<file path="src/pas_pkg.sv">
// shared constants and types for the pipelined converter sample output block
package pas_pkg;

  // ==========================================================================
  // word layout and full scale
  // ==========================================================================
  localparam int WORD_W  = 10;                   // parallel sample word width
  localparam int AIN_W   = 12;                   // signed held-input width in lsb units
  localparam int FLAG_POS = 10;                  // range flag position in a buffered word
  localparam int BUF_W   = 11;                   // buffered word: flag plus sample bits
  localparam int BUF_DEPTH = 16;                 // words of buffering toward the capture side
  localparam logic signed [12:0] CODE_OFFSET = 13'h0200; // mid scale in offset binary
  localparam logic signed [12:0] CODE_TOP    = 13'h03FF; // largest offset binary code
  localparam logic signed [12:0] CODE_BOTTOM = 13'h0000; // smallest offset binary code
  localparam int PIPE_LATENCY = 5;               // clocks from sample edge to word on pins
  localparam int NUM_STAGES   = 6;               // pipelined conversion stages

  // ==========================================================================
  // stage resolution: stages 1 to 4 give two bits, stages 5 and 6 one bit
  // ==========================================================================
  localparam int WIDE_BITS   = 2;
  localparam int NARROW_BITS = 1;

  // ==========================================================================
  // four-level mode pin codes
  // ==========================================================================
  localparam logic [1:0] MODE_GND        = 2'h0; // offset binary, stabilizer off
  localparam logic [1:0] MODE_THIRD      = 2'h1; // offset binary, stabilizer on
  localparam logic [1:0] MODE_TWO_THIRDS = 2'h2; // twos complement, stabilizer on
  localparam logic [1:0] MODE_FULL       = 2'h3; // twos complement, stabilizer off

  typedef enum logic [1:0] {
    PAS_RUN     = 2'b00,
    PAS_RUN_HIZ = 2'b01,
    PAS_NAP     = 2'b10,
    PAS_SLEEP   = 2'b11
  } pas_pwr_t;

  typedef struct packed {
    logic             h_valid;  // input hold
    logic [9:0]       h_res;
    logic             h_ovr;
    logic             a_valid;  // after stages 1 and 2
    logic [9:0]       a_res;
    logic [3:0]       a_dig;
    logic             a_ovr;
    logic             b_valid;  // after stages 3 and 4
    logic [9:0]       b_res;
    logic [7:0]       b_dig;
    logic             b_ovr;
    logic             c_valid;  // corrected word toward the buffer
    logic [10:0]      c_word;
    pas_pwr_t         pwr;
    logic             twos;
    logic             stab_on;
    logic             drive_n;
  } pas_state_t;

  localparam pas_state_t STATE_RST = '{pwr: PAS_SLEEP, drive_n: 1'b1, default: '0};

endpackage

</file>
<file path="src/pas_fifo.sv">
// word buffer between the correction logic and the capture-side pins
`timescale 1ns/10ps
`default_nettype none
module pas_fifo #(
  parameter int WIDTH = 11,
  parameter int DEPTH = 16
) (
  input  wire logic                       clk,
  input  wire logic                       nrst,
  input  wire logic                       clk_en,
  input  wire logic                       in_valid,
  input  wire logic [WIDTH-1:0]           in_data,
  output logic                            in_ready,
  output logic                            out_valid,
  output logic [WIDTH-1:0]                out_data,
  input  wire logic                       out_ready,
  output logic [$clog2(DEPTH+1)-1:0]      level
);
  localparam int PTR_W = $clog2(DEPTH);
  localparam int CNT_W = $clog2(DEPTH+1);
  localparam logic [PTR_W-1:0] PTR_LAST = PTR_W'(DEPTH - 1);
  localparam logic [CNT_W-1:0] CNT_FULL = CNT_W'(DEPTH);

  typedef struct packed {
    logic [DEPTH-1:0][WIDTH-1:0] mem;
    logic [PTR_W-1:0]            wr_ptr;
    logic [PTR_W-1:0]            rd_ptr;
    logic [CNT_W-1:0]            count;
    logic                        full;
    logic                        out_valid;
    logic [WIDTH-1:0]            out_data;
  } pas_fifo_state_t;

  pas_fifo_state_t st;
  pas_fifo_state_t next_st;
  logic            push;
  logic            pop;

  // ==========================================================================
  // next state: output register refills from storage whenever it is free
  // ==========================================================================
  always_comb begin
    next_st = st;
    push = in_valid && !st.full;
    pop  = (st.count != '0) && (!st.out_valid || out_ready);
    if (st.out_valid && out_ready) begin
      next_st.out_valid = 1'b0;
    end
    if (pop) begin
      next_st.out_data  = st.mem[st.rd_ptr];
      next_st.out_valid = 1'b1;
      next_st.rd_ptr    = (st.rd_ptr == PTR_LAST) ? '0 : PTR_W'(st.rd_ptr + 1'b1);
    end
    if (push) begin
      next_st.mem[st.wr_ptr] = in_data;
      next_st.wr_ptr = (st.wr_ptr == PTR_LAST) ? '0 : PTR_W'(st.wr_ptr + 1'b1);
    end
    next_st.count = CNT_W'(st.count + CNT_W'(push) - CNT_W'(pop));
    next_st.full  = (next_st.count == CNT_FULL); // registered so in_ready is a flop
  end

  // ==========================================================================
  // state register, frozen while the clock enable is low
  // ==========================================================================
  always_ff @(posedge clk or negedge nrst) begin
    if (!nrst) begin
      st <= '0;
    end else if (clk_en) begin
      st <= next_st;
    end
  end

  assign in_ready  = !st.full;
  assign out_valid = st.out_valid;
  assign out_data  = st.out_data;
  assign level     = st.count;

endmodule
`default_nettype wire

</file>
<file path="src/pas_top.sv">
// digital side of a pipelined converter: hold, six stages, correction, output pins
//
// Operation
// RULE_01 - A new sample is held and a conversion starts at every rising clock edge.
// RULE_02 - The tracked input is frozen at the rising edge and handed to the first stage.
// RULE_03 - Each result reaches the pins five clocks after its sample, one result per clock; capture stalls delay words, a full buffer drops them.
// RULE_04 - Conversion runs through six stages, the fifth residue feeding the sixth stage.
// RULE_05 - Odd and even stages alternate, one delivering residue while the next acquires it.
// RULE_06 - Partial digits of all stages are time-aligned and merged before the output.
// RULE_07 - Power-down low and output enable low means converting with outputs driven.
// RULE_08 - Power-down low and output enable high means converting with outputs released.
// RULE_09 - Power-down high and output enable low means nap with outputs released.
// RULE_10 - Power-down high and output enable high means sleep with outputs released.
// RULE_11 - Each result is a ten-bit parallel word with bit 9 as the most significant bit.
// RULE_12 - The range flag is high when the input lies above or below full scale.
// RULE_13 - The four-level mode pin picks output format and the duty cycle stabilizer.
// RULE_14 - In twos complement the all-zeros and all-ones codes sit either side of mid scale.
// RULE_15 - Twos complement is offset binary with the top bit inverted; clipping saturates.
// RULE_16 - The range flag has the same latency as its data word and changes with it.
// RULE_17 - Capture registers words on a fixed edge and drops five results after nap or sleep.
`timescale 1ns/10ps
`default_nettype none
module pas_top
  import pas_pkg::*;
#(
  parameter int DEPTH = BUF_DEPTH
) (
  input  wire logic                     clk,
  input  wire logic                     nrst,
  input  wire logic                     clk_en,
  input  wire logic signed [AIN_W-1:0]  analog_in,
  input  wire logic                     power_down_select,
  input  wire logic                     output_enable_n,
  input  wire logic [1:0]               mode_level,
  input  wire logic                     capture_ready,
  output logic [WORD_W-1:0]             sample_word_bits,
  output logic                          range_exceeded_flag,
  output logic                          sample_oe_n,
  output logic                          sample_valid,
  output logic                          buffer_ready,
  output logic                          duty_stabilizer_on,
  output pas_pwr_t                      power_state
);

  pas_state_t             st;
  pas_state_t             next_st;
  logic signed [12:0]     shifted;
  logic                   run;
  logic [BUF_W-1:0]       buf_word;
  logic [$clog2(DEPTH+1)-1:0] buf_level;

  // ==========================================================================
  // helpers
  // ==========================================================================
  // clip the held input to the code range; saturation gives the extreme code
  function automatic logic [10:0] clip_code(input logic signed [AIN_W-1:0] v);
    logic signed [12:0] s;
    logic [10:0]        r;
    s = 13'(v) + CODE_OFFSET;
    if (s > CODE_TOP) begin
      r = {1'b1, CODE_TOP[9:0]};
    end else if (s < CODE_BOTTOM) begin
      r = {1'b1, CODE_BOTTOM[9:0]};
    end else begin
      r = {1'b0, s[9:0]};
    end
    return r;
  endfunction

  // expected buffered word for a sample, used by the checks below
  function automatic logic [10:0] exp_word(input logic signed [AIN_W-1:0] v,
                                           input logic [1:0] mode);
    logic [10:0] c;
    c = clip_code(v);
    if (mode[1]) begin
      c[9] = ~c[9];
    end
    return c;
  endfunction

  // ==========================================================================
  // next state
  // ==========================================================================
  assign run     = !power_down_select;
  assign shifted = 13'(analog_in) + CODE_OFFSET;

  always_comb begin
    logic [10:0] held;
    logic [9:0]  ob;
    next_st = st;
    held = clip_code(analog_in);
    ob   = '0;
    // power state straight from the two pins
    unique case ({power_down_select, output_enable_n})
      2'b00: next_st.pwr = PAS_RUN;     // RULE_07
      2'b01: next_st.pwr = PAS_RUN_HIZ; // RULE_08
      2'b10: next_st.pwr = PAS_NAP;     // RULE_09
      2'b11: next_st.pwr = PAS_SLEEP;   // RULE_10
    endcase
    next_st.drive_n = power_down_select || output_enable_n; // RULE_07 RULE_08 RULE_09 RULE_10
    // four-level mode pin
    unique case (mode_level)
      MODE_GND:        begin next_st.twos = 1'b0; next_st.stab_on = 1'b0; end // RULE_13
      MODE_THIRD:      begin next_st.twos = 1'b0; next_st.stab_on = 1'b1; end // RULE_13
      MODE_TWO_THIRDS: begin next_st.twos = 1'b1; next_st.stab_on = 1'b1; end // RULE_13
      MODE_FULL:       begin next_st.twos = 1'b1; next_st.stab_on = 1'b0; end // RULE_13
    endcase
    if (run) begin
      // hold: the edge freezes the tracked input and feeds stage 1
      next_st.h_valid = 1'b1;                     // RULE_01
      next_st.h_res   = held[9:0];                // RULE_02
      next_st.h_ovr   = held[10];                 // RULE_12
      // stages 1 and 2 resolve together on the same rising edge, with no separate phases
      next_st.a_valid = st.h_valid;               // RULE_05
      next_st.a_dig   = {st.h_res[9 -: WIDE_BITS], st.h_res[7 -: WIDE_BITS]}; // RULE_04
      next_st.a_res   = {st.h_res[5:0], 4'h0};    // residue amplified past two stages
      next_st.a_ovr   = st.h_ovr;                 // RULE_16
      // stages 3 and 4, earlier digits carried along for alignment
      next_st.b_valid = st.a_valid;               // RULE_05
      next_st.b_dig   = {st.a_dig, st.a_res[9 -: WIDE_BITS], st.a_res[7 -: WIDE_BITS]}; // RULE_06
      next_st.b_res   = {st.a_res[5:0], 4'h0};    // RULE_04
      next_st.b_ovr   = st.a_ovr;                 // RULE_16
      // stage 5 then the fifth residue into stage 6, merged in correction
      ob = {st.b_dig, st.b_res[9 -: NARROW_BITS], st.b_res[8 -: NARROW_BITS]}; // RULE_04 RULE_06
      next_st.c_valid = st.b_valid;                // RULE_03
      next_st.c_word  = {st.b_ovr, st.twos ? ~ob[9] : ob[9], ob[8:0]}; // RULE_15 RULE_11 RULE_14
    end else begin
      // nap and sleep stop conversion; nothing in flight is pushed afterwards
      next_st.h_valid = 1'b0;
      next_st.a_valid = 1'b0;
      next_st.b_valid = 1'b0;
      next_st.c_valid = 1'b0;
      if (output_enable_n) begin
        // sleep also drops the held residues, nap keeps them for a quicker restart
        next_st.h_res = '0;
        next_st.a_res = '0;
        next_st.b_res = '0;
      end
    end
  end

  // ==========================================================================
  // state register
  // ==========================================================================
  always_ff @(posedge clk or negedge nrst) begin
    if (!nrst) begin
      st <= STATE_RST;
    end else if (clk_en) begin
      st <= next_st;
    end
  end

  // ==========================================================================
  // output buffer: the converter cannot wait, so a full buffer drops the word
  // ==========================================================================
  pas_fifo #(
    .WIDTH (BUF_W),
    .DEPTH (DEPTH)
  ) u_fifo (
    .clk       (clk),
    .nrst      (nrst),
    .clk_en    (clk_en),
    .in_valid  (st.c_valid),
    .in_data   (st.c_word),
    .in_ready  (buffer_ready),
    .out_valid (sample_valid),
    .out_data  (buf_word),
    .out_ready (capture_ready),
    .level     (buf_level)
  );

  // flag and word leave the same buffer flop, so they change together
  assign sample_word_bits    = buf_word[WORD_W-1:0];   // RULE_11
  assign range_exceeded_flag = buf_word[FLAG_POS];     // RULE_16
  assign sample_oe_n         = st.drive_n;
  assign duty_stabilizer_on  = st.stab_on;
  assign power_state         = st.pwr;

  // ==========================================================================
  // checks
  // ==========================================================================
  logic [2:0] run_cnt; // clocks of unbroken streaming with a drained buffer
  always_ff @(posedge clk or negedge nrst) begin
    if (!nrst) begin
      run_cnt <= 3'h0;
    end else if (clk_en && run && capture_ready && (buf_level <= 1)) begin
      run_cnt <= (run_cnt == 3'h7) ? 3'h7 : 3'(run_cnt + 3'h1);
    end else begin
      run_cnt <= 3'h0;
    end
  end

  a_word_latency: assert property (@(posedge clk) disable iff (!nrst) // RULE_03
    (run_cnt >= 3'h6) |-> sample_valid &&
      ({1'b0, sample_word_bits} == (exp_word($past(analog_in, 6), $past(mode_level, 4)) & 11'h3FF))
  ) else $error("sample word not five clocks behind its sample");

  a_flag_latency: assert property (@(posedge clk) disable iff (!nrst) // RULE_16
    (run_cnt >= 3'h6) |->
      ({range_exceeded_flag, 10'h000} == (exp_word($past(analog_in, 6), 2'h0) & 11'h400))
  ) else $error("range flag out of step with its word");

  a_flag_range: assert property (@(posedge clk) disable iff (!nrst) // RULE_12
    (clk_en && run) |=> (st.h_ovr == (($past(shifted) > CODE_TOP) || ($past(shifted) < 0)))
  ) else $error("range flag wrong for held input");

  a_midscale_codes: assert property (@(posedge clk) disable iff (!nrst) // RULE_14
    (run_cnt >= 3'h6 && $past(mode_level, 4) >= MODE_TWO_THIRDS && $past(analog_in, 6) == 0)
      |-> (sample_word_bits == 10'h000)
  ) else $error("mid scale does not read all zeros in twos complement");

  a_hold_sample: assert property (@(posedge clk) disable iff (!nrst) // RULE_02
    (clk_en && run) |=> st.h_valid &&
      ({1'b0, st.h_res} == (clip_code($past(analog_in)) & 11'h3FF))
  ) else $error("held sample does not match input at the edge");

  a_stage_walk: assert property (@(posedge clk) disable iff (!nrst) // RULE_04
    (clk_en && run && st.h_valid) ##1 (clk_en && run) ##1 (clk_en && run) |=> st.c_valid
  ) else $error("sample did not cross the stages in three clocks");

  a_drive_normal: assert property (@(posedge clk) disable iff (!nrst) // RULE_07
    (clk_en && !power_down_select && !output_enable_n) |=> !sample_oe_n && power_state == PAS_RUN
  ) else $error("outputs not driven in normal operation");

  a_hiz_running: assert property (@(posedge clk) disable iff (!nrst) // RULE_08
    (clk_en && !power_down_select && output_enable_n) |=> sample_oe_n && st.h_valid
  ) else $error("released outputs stopped conversion");

  a_nap_entry: assert property (@(posedge clk) disable iff (!nrst) // RULE_09
    (clk_en && power_down_select && !output_enable_n) |=>
      sample_oe_n && power_state == PAS_NAP && !st.h_valid
  ) else $error("nap not entered with outputs released");

  a_sleep_entry: assert property (@(posedge clk) disable iff (!nrst) // RULE_10
    (clk_en && power_down_select && output_enable_n) |=>
      sample_oe_n && power_state == PAS_SLEEP && st.h_res == '0
  ) else $error("sleep not entered with outputs released");

  a_mode_decode: assert property (@(posedge clk) disable iff (!nrst) // RULE_13
    clk_en |=> (duty_stabilizer_on == ($past(mode_level) == MODE_THIRD ||
                                       $past(mode_level) == MODE_TWO_THIRDS)) &&
               (st.twos == $past(mode_level[1]))
  ) else $error("mode pin decoded wrongly");

  a_freeze_low: assert property (@(posedge clk) disable iff (!nrst)
    !clk_en |=> $stable(st)
  ) else $error("state moved with clock enable low");

  c_stream: cover property (@(posedge clk) disable iff (!nrst) run_cnt == 3'h7);
  c_over: cover property (@(posedge clk) disable iff (!nrst)
    sample_valid && range_exceeded_flag);
  c_nap: cover property (@(posedge clk) disable iff (!nrst)
    power_state == PAS_RUN ##1 power_state == PAS_NAP);
  c_twos: cover property (@(posedge clk) disable iff (!nrst)
    run_cnt >= 3'h6 && st.twos && !sample_oe_n);

endmodule
`default_nettype wire

</file>
<file path="config.mk">
export PLATFORM = sky130hd
export DESIGN_NAME = pas_top
export DESIGN_NICKNAME = d
export VERILOG_FILES = /design/src/pas_pkg.sv /design/src/pas_fifo.sv /design/src/pas_top.sv
export SDC_FILE = /design/constraint.sdc
export NUM_CORES = 1
export LEC_CHECK = 0
export BUFFER_PORTS_ARGS = -buffer_cell sky130_fd_sc_hd__buf_2
export CAP_MARGIN = 15
export CORE_MARGIN = 5
export CORE_UTILIZATION = 55
export DETAILED_ROUTE_END_ITERATION = 12
export PLACE_DENSITY = 0.72
export SLEW_MARGIN = 10
export SYNTH_ARGS = -nofsm -noshare
export SYNTH_HDL_FRONTEND = slang
export SYNTH_SLANG_ARGS = --single-unit
</file>
<file path="constraint.sdc">
create_clock -name clk -period 3.5 [get_ports clk]
set_input_delay 0.7 -clock clk [delete_from_list [all_inputs] [get_ports clk]]
set_output_delay 0.7 -clock clk [all_outputs]
set_load 0.05 [all_outputs]
</file>
## After elaboration in Yosys (flattened, before gate mapping)

Cells that the tools add are included.

- Add/sub/neg operators: 5
- $mul: 0
- Divide/modulo/power cells: 0
- $lt $le $gt $ge: 5
- Equal/unequal tests: 10
- Shift-type cells: 0
- Mux-type cells: 19
- Bitwise operators: 2
- Reductions and logical operators: 17

Operator list:

| cell | number |
|---|---|
| 176-bit bitwise mux | 1 |
| 11-bit two-way mux | 7 |
| 11-bit binary-select mux with 4-bit select | 1 |
| 11-bit demux with 4-bit select | 1 |
| 2-bit one-hot mux with 4 select lines | 2 |
| 12-bit by 11-bit adder with 13-bit output (second input constant) | 1 |
| 13-bit by 11-bit > comparator with 1-bit output (second input constant) | 1 |
| 13-bit by 1-bit < comparator with 1-bit output (second input constant) | 1 |
| 12-bit two-way mux | 1 |
| 4-bit by 5-bit < comparator with 1-bit output (second input constant) | 2 |
| 10-bit two-way mux | 1 |
| 2-bit AND reduction | 5 |
| 4-bit by 1-bit adder with 4-bit output (second input constant) | 2 |
| 2-bit == test (second input constant) | 4 |
| 4-bit == test (second input constant) | 2 |
| 4-bit two-way mux | 2 |
| 5-bit by 1-bit adder with 5-bit output | 1 |
| 5-bit == test (second input constant) | 1 |
| 5-bit nonzero test | 1 |
| 5-bit by 1-bit subtractor with 5-bit output | 1 |
| 2-bit by 1-bit == test with 1-bit output (second input constant) | 2 |
| 4-bit by 1-bit greater-or-equal comparator with 1-bit output (second input constant) | 1 |
| 1-bit logical AND | 4 |
| 2-bit zero test | 2 |
| 6 further kinds | 11 |

- Flip-flop bits (word level): 267
- Latch bits: 0
- Memory bits (writable): 0
- Bits in read-only memories: 0
- Input bits: 20
- Output and inout port bits: 17
- Memories: 0

## Logic depth before layout (Yosys ltp)

Gate-level depths: netlist (run 1).

- Depth after elaboration: 5
- Gate-level depth with buffers: 11

## Hierarchy

From an unflattened synthesis (run 1), not the netlist that was laid out.

- Cells, all modules: 791
- Area, all modules: 11637.4 um^2

By module, submodules not included:

| module | instances | cells an instance | area each (um^2) | sequential area each (um^2) |
|---|---|---|---|---|
| pas_fifo | 1 | 624 | 9432.8 | 5054.8 |
| pas_top | 1 | 167 | 2204.6 | 1330.0 |

## Worst setup path after synthesis (run 1)

No wires, ideal clock.

- Path kind: flip-flop to flip-flop
- Start point: reg u_fifo.st (netlist bit u_fifo.level[3])
- End point: reg u_fifo.st[12] (netlist bit)
- Library setup time: 0.110 ns
- Arrival: 2.889 ns
- Data required time: 3.390 ns
- Setup slack: 0.501 ns
- Cell stages (with the launch flop): 12
- Clock period less this slack: 2.999 ns
- Cell sequence: dfrtp_1 > inv_1 > ha_1 > or4b_4 > nand3_1 > o21ai_0 > ha_1 > fa_1 > and3b_1 > or3_1 > xnor3_1 > o41ai_1

- Cells in the longest elaborated chain, start to end: 4
- Elaborated cells between the ends (all ways): 5
- Those cells by class: add/sub: 2; eq/ne: 1; reduce/logical: 2

Ends and longest elaborated chain:

| element | RTL line | RTL |
|---|---|---|
| start, declared | pas_fifo.sv:34 | `pas_fifo_state_t st;` |
| start signal, assigned | pas_fifo.sv:69 | `st <= next_st;` |
| branches (longest 2 deep; another with 5-bit by 1-bit adder with 5-bit output) | -- |  |
| 5-bit by 1-bit subtractor with 5-bit output (*) | pas_fifo.sv:58 | `next_st.count = CNT_W'(st.count + CNT_W'(push) - CNT_W'(pop));` |
| 5-bit == test (*) | pas_fifo.sv:59 | `next_st.full = (next_st.count == CNT_FULL);` |

Every way passes the cells marked *.
A chain may end at the register's enable or synchronous reset.

## Final worst setup path (run 1)

Ends and elaborated chain as after synthesis.

==> flow_metrics.tcl, run 1 <==
set metrics [dict create \
    dp_hpwl_um 14740 \
    maxSlewViolCount 0 \
    drt_iter0_drc 318 \
    yosysWarnings 0 \
    htreeDepth 1 \
    crit_required_ps 3920 \
    die_h_um 155.2 \
    total_power_mw 8.583 \
    wire_per_inst_um 20.38 \
    ioPinCount 37 \
    ir_worst_vdd_v 0.0003482 \
    cts.sinks 255 \
    row_count 53 \
    clock-root-buffer "clkbuf_16" \
    dieArea_mm2 0.02409 \
    period_share 0.9444 \
    endpoint_kind "flop" \
    antenna_left 0 \
    post-place-ws_ps 211.5 \
    max-slew-margin-rel 0.4443 \
    cts-buffers-inserted 26 \
    die_w_um 155.2 \
    cts_tree "yes" \
    synth_edf_count 0 \
    first_global_vias 7010 \
    setup-violations-final 0 \
    antenna_found_initial 0 \
    fin_ws_ps 194.6 \
    grt_pass1_wl_um 37360 \
    io_buffers 36 \
    syn_area_per_cell_um2 14.55 \
    finalCoreUtilization 0.6190 \
    r2r_start "u_fifo.level[3]" \
    path_max_fanout 4 \
    overflow 0 \
    core_mm2 0.02089 \
    clkLatencyLatePin_ps 530 \
    reg2reg_depth 11 \
    synth_cell_type_count 45 \
    maxCapViolations 0 \
    hold_viol 0 \
    areaGrowthSynthToFinish_pct 11.51 \
    synth_ff_type "dfrtp_1" \
    synth_nets 833 \
    clkSlewWorstSetupHoldPaths_ps 60 \
    via_per_inst 5.857 \
    fmax_mhz 302.5 \
    fin_nets 856 \
    vias 6531 \
    start_util 0.5551 \
    syn_area_mm2 0.01160 \
    status "finished clean" \
    clockBufferDepth 3 \
    cellLeakagePower_nw 6.160 \
    wl_um 22730 \
    cellPowerDensity_mw_per_mm2 663.8 \
    post-route-min-period_ps 3305 \
    crit_type "reg -> reg" \
    critPathLaunchType "flop" \
    grt_max_degree 108 \
    drive_above_1_share 0.4536 \
    drc 0 \
    skew_ps 16.51 \
    place.gp.congestion 0.7828 \
    cts_hold_buf 0 \
    drtPass1Iterations 6 \
    async_reset_ff_frac 1.000 \
    ys_seq_area_frac 0.5506 \
    arrival_ps 3720 \
    r2r_slack_ps 190 \
    hold_slack_ps 250.4 \
    ys_ff_latch 255 \
    gr-usage-all-layers 0.1927 \
    worst_slew_pin_slew_ps 833.5 \
    r2r_end "u_fifo.st[12]" \
    synthCells 797 \
    hp-class "in -> async" \
    insertedDiodeCount 0 \
]
## final cells by class
class	instances	area (um^2)
clock buffer	35	744.5
clock inverter	13	131.4
sequential	255	6387
fill	1572	7958
timing repair buffer	63	455.4
tap	275	344.1
inverter	13	48.80
multi-input combinational	461	4820
## sequential cells by signal, summed over array words and instances, names as in the netlist
signal and flops:
u_fifo.st 185, duty_stabilizer_on 1, u_fifo.out_data 11, power_state 2
u_fifo.out_valid 1, sample_oe_n 1, st 49, u_fifo.level 5
## layer usage
layer	up-vias	wire length, um	GRT usage
li1	2942	-	-
met1	3457	9810	0.2578
met2	101	11650	0.3357
met3	31	803	0.02754
met4	0	459	0.04794
met5	-	0	0
## timing repair
item                                    CTS  global route
resized for setup                         0             2
endpoints found under the setup margin    0             1
buffers inserted                          0             0
## placed cells by master (no fill, tap or decap), types with 3 or more instances in the layout
| master | n |
|---|---|
| dfrtp_1 | 250 |
| mux2_2 | 206 |
| mux4_2 | 44 |
| buf_2 | 35 |
| nor2_1 | 34 |
| nand2_1 | 26 |
| clkbuf_16 | 26 |
| buf_4 | 22 |
| a211oi_1 | 20 |
| o21ai_0 | 18 |
| ha_1 | 15 |
| nor2b_1 | 13 |
| inv_1 | 11 |
| mux2i_1 | 11 |
| a22o_1 | 11 |
| a221oi_2 | 10 |
| a21oi_1 | 8 |
| clkinv_2 | 8 |
| clkbuf_8 | 6 |
| nand3_1 | 5 |
| xnor2_1 | 5 |
| buf_12 | 5 |
| nand4_1 | 4 |
| nand2b_1 | 3 |
| a21o_1 | 3 |
| clkbuf_1 | 3 |
| dfstp_2 | 3 |
## worst max path at each step
stage,from,end,slack (ps),cells past startpoint
6_report,u_fifo.level[3],u_fifo.st[12],190,11
5_1_grt,u_fifo.level[3],u_fifo.st[12],-4,11
4_1_cts,u_fifo.level[3],u_fifo.st[12],190,11
3_5_place_dp,u_fifo.level[3],u_fifo.st[12],210,11
3_3_place_gp,u_fifo.level[3],u_fifo.st[12],430,11
2_1_floorplan,u_fifo.level[3],u_fifo.st[12],500,11
## where the power goes
| group | leakage, nW | total, mW | internal [mW] | switching [mW] |
|---|---|---|---|---|
| Sequential | 3.43 | 3.82 | 3.30 | 0.519 |
| Combinational | 2.29 | 1.99 | 0.885 | 1.11 |
| Clock | 0.434 | 2.77 | 1.64 | 1.13 |
## logic make-up (layout without fill, tap and decap cells)
kind of cell             after synthesis  in the layout  synth area share
AO/OA/AOI/OAI                         79             79           0.05384
XOR/XNOR                               8              8          0.007229
adder cells (fa/ha/maj)               16             16           0.01791
buffers and inverters                 81            124           0.03507
flip-flops                           255            255            0.5506
multiplexers                         261            261            0.2950
AND/OR/NAND/NOR                       97             97           0.04035
## synth_stat cells (3+ instances only)
cell,instances,area share
a211oi_1,20,0.013
a21o_1,3,0.0019
a21oi_1,8,0.0035
a221oi_2,10,0.013
a22o_1,11,0.0083
buf_2,31,0.013
buf_4,13,0.0084
clkbuf_1,21,0.0068
dfrtp_1,252,0.54
dfstp_2,3,0.0068
ha_1,15,0.016
inv_1,12,0.0039
mux2_2,206,0.20
mux2i_1,11,0.0095
mux4_2,44,0.085
nand2_1,26,0.0084
nand2b_1,3,0.0016
nand3_1,5,0.0022
nand4_1,4,0.0022
nor2_1,35,0.011
nor2b_1,13,0.0070
o21ai_0,18,0.0078
xnor2_1,5,0.0038
## per-stage QoR
| step | std cells | TNS (ps) | cell area (um^2) |
|---|---|---|---|
| final | 1115 | 0 | 12930 |
| after CTS | 1115 | 0 | 12920 |
| after detailed placement | 1067 | 0 | 12050 |
| after global placement | 1067 | 0 | 12050 |
| after floorplan | 797 | 0 | 11600 |
| after global routing | 1115 | -3.678 | 12930 |
## critical path, stage by stage (launching register included)
cell and delay, ps:
dfrtp_1 420, inv_2 110, ha_1 140, or4b_4 470, nand3_1 180, o21ai_0 120
ha_1 230, fa_1 410, and3b_1 220, or3_1 360, xnor3_1 220, o41ai_2 320
No activity file was read; power rests on OpenSTA's default activity.
==> inputs of run 2 (changes only) <==
- CAP_MARGIN: 15 -> 25
- GPL_TIMING_DRIVEN: not set -> 0
==> run 2 against run 1 <==
  * Global-route usage up 1.9 points
  * Sequential power is 5.5% lower
  * Total power increased by 0.94%
  * Routed wire length grew 6.5%
  * Register-to-register slack improved by 30 ps
  * Die area unchanged
  * Sequential share of layout area fell by 0.30 points
  * Flip-flop and latch count stayed put
==> flow_metrics.tcl, run 2 (same netlist as run 1, synthesis figures left out) <==
set metrics [dict create \
    status "finished clean" \
    seq_power_share 0.416 \
    wl_met3_um 1019 \
    regMostFlops "u_fifo.st" \
    insertedDiodeCount 0 \
    antenna_left 0 \
    die_h_um 155.2 \
    ioPinCount 37 \
    cts_resized 0 \
    drc 0 \
    fmax_mhz 305.7 \
    gr-usage-all-layers 0.2114 \
    overflow 0 \
    cts.sinks 255 \
    crit_type "reg -> reg" \
    grt_max_degree 96 \
    largest_reg_flops 185 \
    skew_ps 8.165 \
    cts_tree "yes" \
    path_cells "inv_1, ha_1, or4b_4, nand3_1, o21ai_0, ha_1, fa_1, and3b_1, or3_1, xnor3_1, o41ai_1" \
    met2_length_um 12330 \
    final_cell_mix "dfrtp_1 (252), mux2_2 (206), buf_2 (65)" \
    setup-violations-final 0 \
    wl_um 24210 \
    clkLatencyLatePin_ps 520 \
    crit_required_ps 3920 \
    clockBufferDepth 3 \
    cts_setup_buffers 0 \
    pwr-share-comb 0.275 \
    grt_pass1_wl_um 40440 \
    maxSlewViolCount 0 \
    io_buffers 35 \
    row_count 53 \
    slowest_stage "or4b_4" \
    start_util 0.5551 \
    htreeDepth 1 \
    fin_nets 898 \
    fin_cells 1155 \
    hold_viol 0 \
    clock-root-buffer "clkbuf_16" \
    rsz0062_at_grt "false" \
    max-slew-margin-rel 0.5170 \
    worst_slew_pin_slew_ps 724.5 \
    period_share 0.9345 \
    areaGrowthSynthToFinish_pct 12.15 \
    cellLeakagePower_nw 6.245 \
    dp.cells 1109 \
    antenna_found_initial 0 \
    hp-class "in -> async" \
    arrival_ps 3690 \
    core_mm2 0.02089 \
    vias 6757 \
    drtPass1Iterations 4 \
    r2r_slack_ps 230 \
    cts-buffers-inserted 26 \
    via_per_inst 5.850 \
    path_max_fanout 4 \
    place.gp.congestion 0.8189 \
    highest_layer "met4" \
    n_fill_cell 1540 \
    cts_hold_buf 0 \
    first_global_vias 7398 \
    internal_power_mw 5.840 \
    post-route-min-period_ps 3271 \
    p_clk_frac 0.308 \
    drive_above_1_share 0.4455 \
    hold_slack_ps 176.0 \
    crit_family "simple AND/OR/NAND/NOR gates" \
    cpPeakStageDelay_ps 470 \
    clkSlewWorstSetupHoldPaths_ps 60 \
    dieArea_mm2 0.02409 \
    critPathLaunchType "flop" \
    critPathBufInv 1 \
    drt_iter0_drc 331 \
    die_w_um 155.2 \
    met1Wirelength_um 10350 \
    switchingPower_mw 2.823 \
    ir_worst_vdd_v 0.0003721 \
    layout_commonest_cell "dfrtp_1" \
    maxCapViolations 0 \
    cellPowerDensity_mw_per_mm2 666.2 \
    endpoint_kind "flop" \
    wire_per_inst_um 20.96 \
    cpMostUsedCell "ha_1" \
    p_sw_frac 0.3259 \
    dp_hpwl_um 17170 \
]
[run 2: power by group through the flow]
stage / sequential, mW / combinational, mW / clock, mW
finish: 3.61 / 2.38 / 2.67
global route: 3.65 / 2.59 / 2.86
detailed placement: 3.65 / 2.40 / 0
floorplan: 3.57 / 1.77 / 0
global placement: 3.63 / 2.30 / 0
CTS: 3.60 / 2.41 / 2.74
[run 2: routing by layer]
metal / vias to the layer above / track usage
li1: 3024 / -
met1: 3567 / 0.2874
met2: 126 / 0.3641
met3: 40 / 0.03004
met4: 0 / 0.05211
met5: - / 0
[run 2: worst paths after layout]
check                                 from              to  depth (start not counted)
max in group asynchronous             nrst          st[62]                          3
max reg2reg                u_fifo.level[3]   u_fifo.st[12]                         11
max                        u_fifo.level[3]   u_fifo.st[12]                         11
min                                   nrst   u_fifo.st[59]                          1
min reg2reg                         st[55]          st[55]                          2
min in group clk           output_enable_n  power_state[0]                          2
[run 2: final cells by class]
cell class	count	area [um^2]	area share
Clock buffer	36	749.5	0.05763
Multi-Input combinational cell	461	4805	0.3694
Tap cell	275	344.1	0.02646
Buffer	68	357.8	0.02752
Clock inverter	10	75.07	0.005773
Sequential cell	255	6385	0.4910
Inverter	13	48.80	0.003752
Timing Repair Buffer	37	240.2	0.01847
[run 2: stage by stage]
step / setup WS, ps / power (mW) / setup TNS [ps] / utilization / area, um^2
final: 229.3 / 8.663 / 0 / 0.6226 / 13010
after global routing: 63.64 / 9.096 / 0 / 0.6226 / 13010
after CTS: 210.1 / 8.754 / 0 / 0.6226 / 13010
after detailed placement: 229.4 / 6.058 / 0 / 0.5831 / 12180
after global placement: -2460 / 5.934 / -617700 / 0.5800 / 12120
after floorplan: 501.2 / 5.339 / 0 / - / 11600
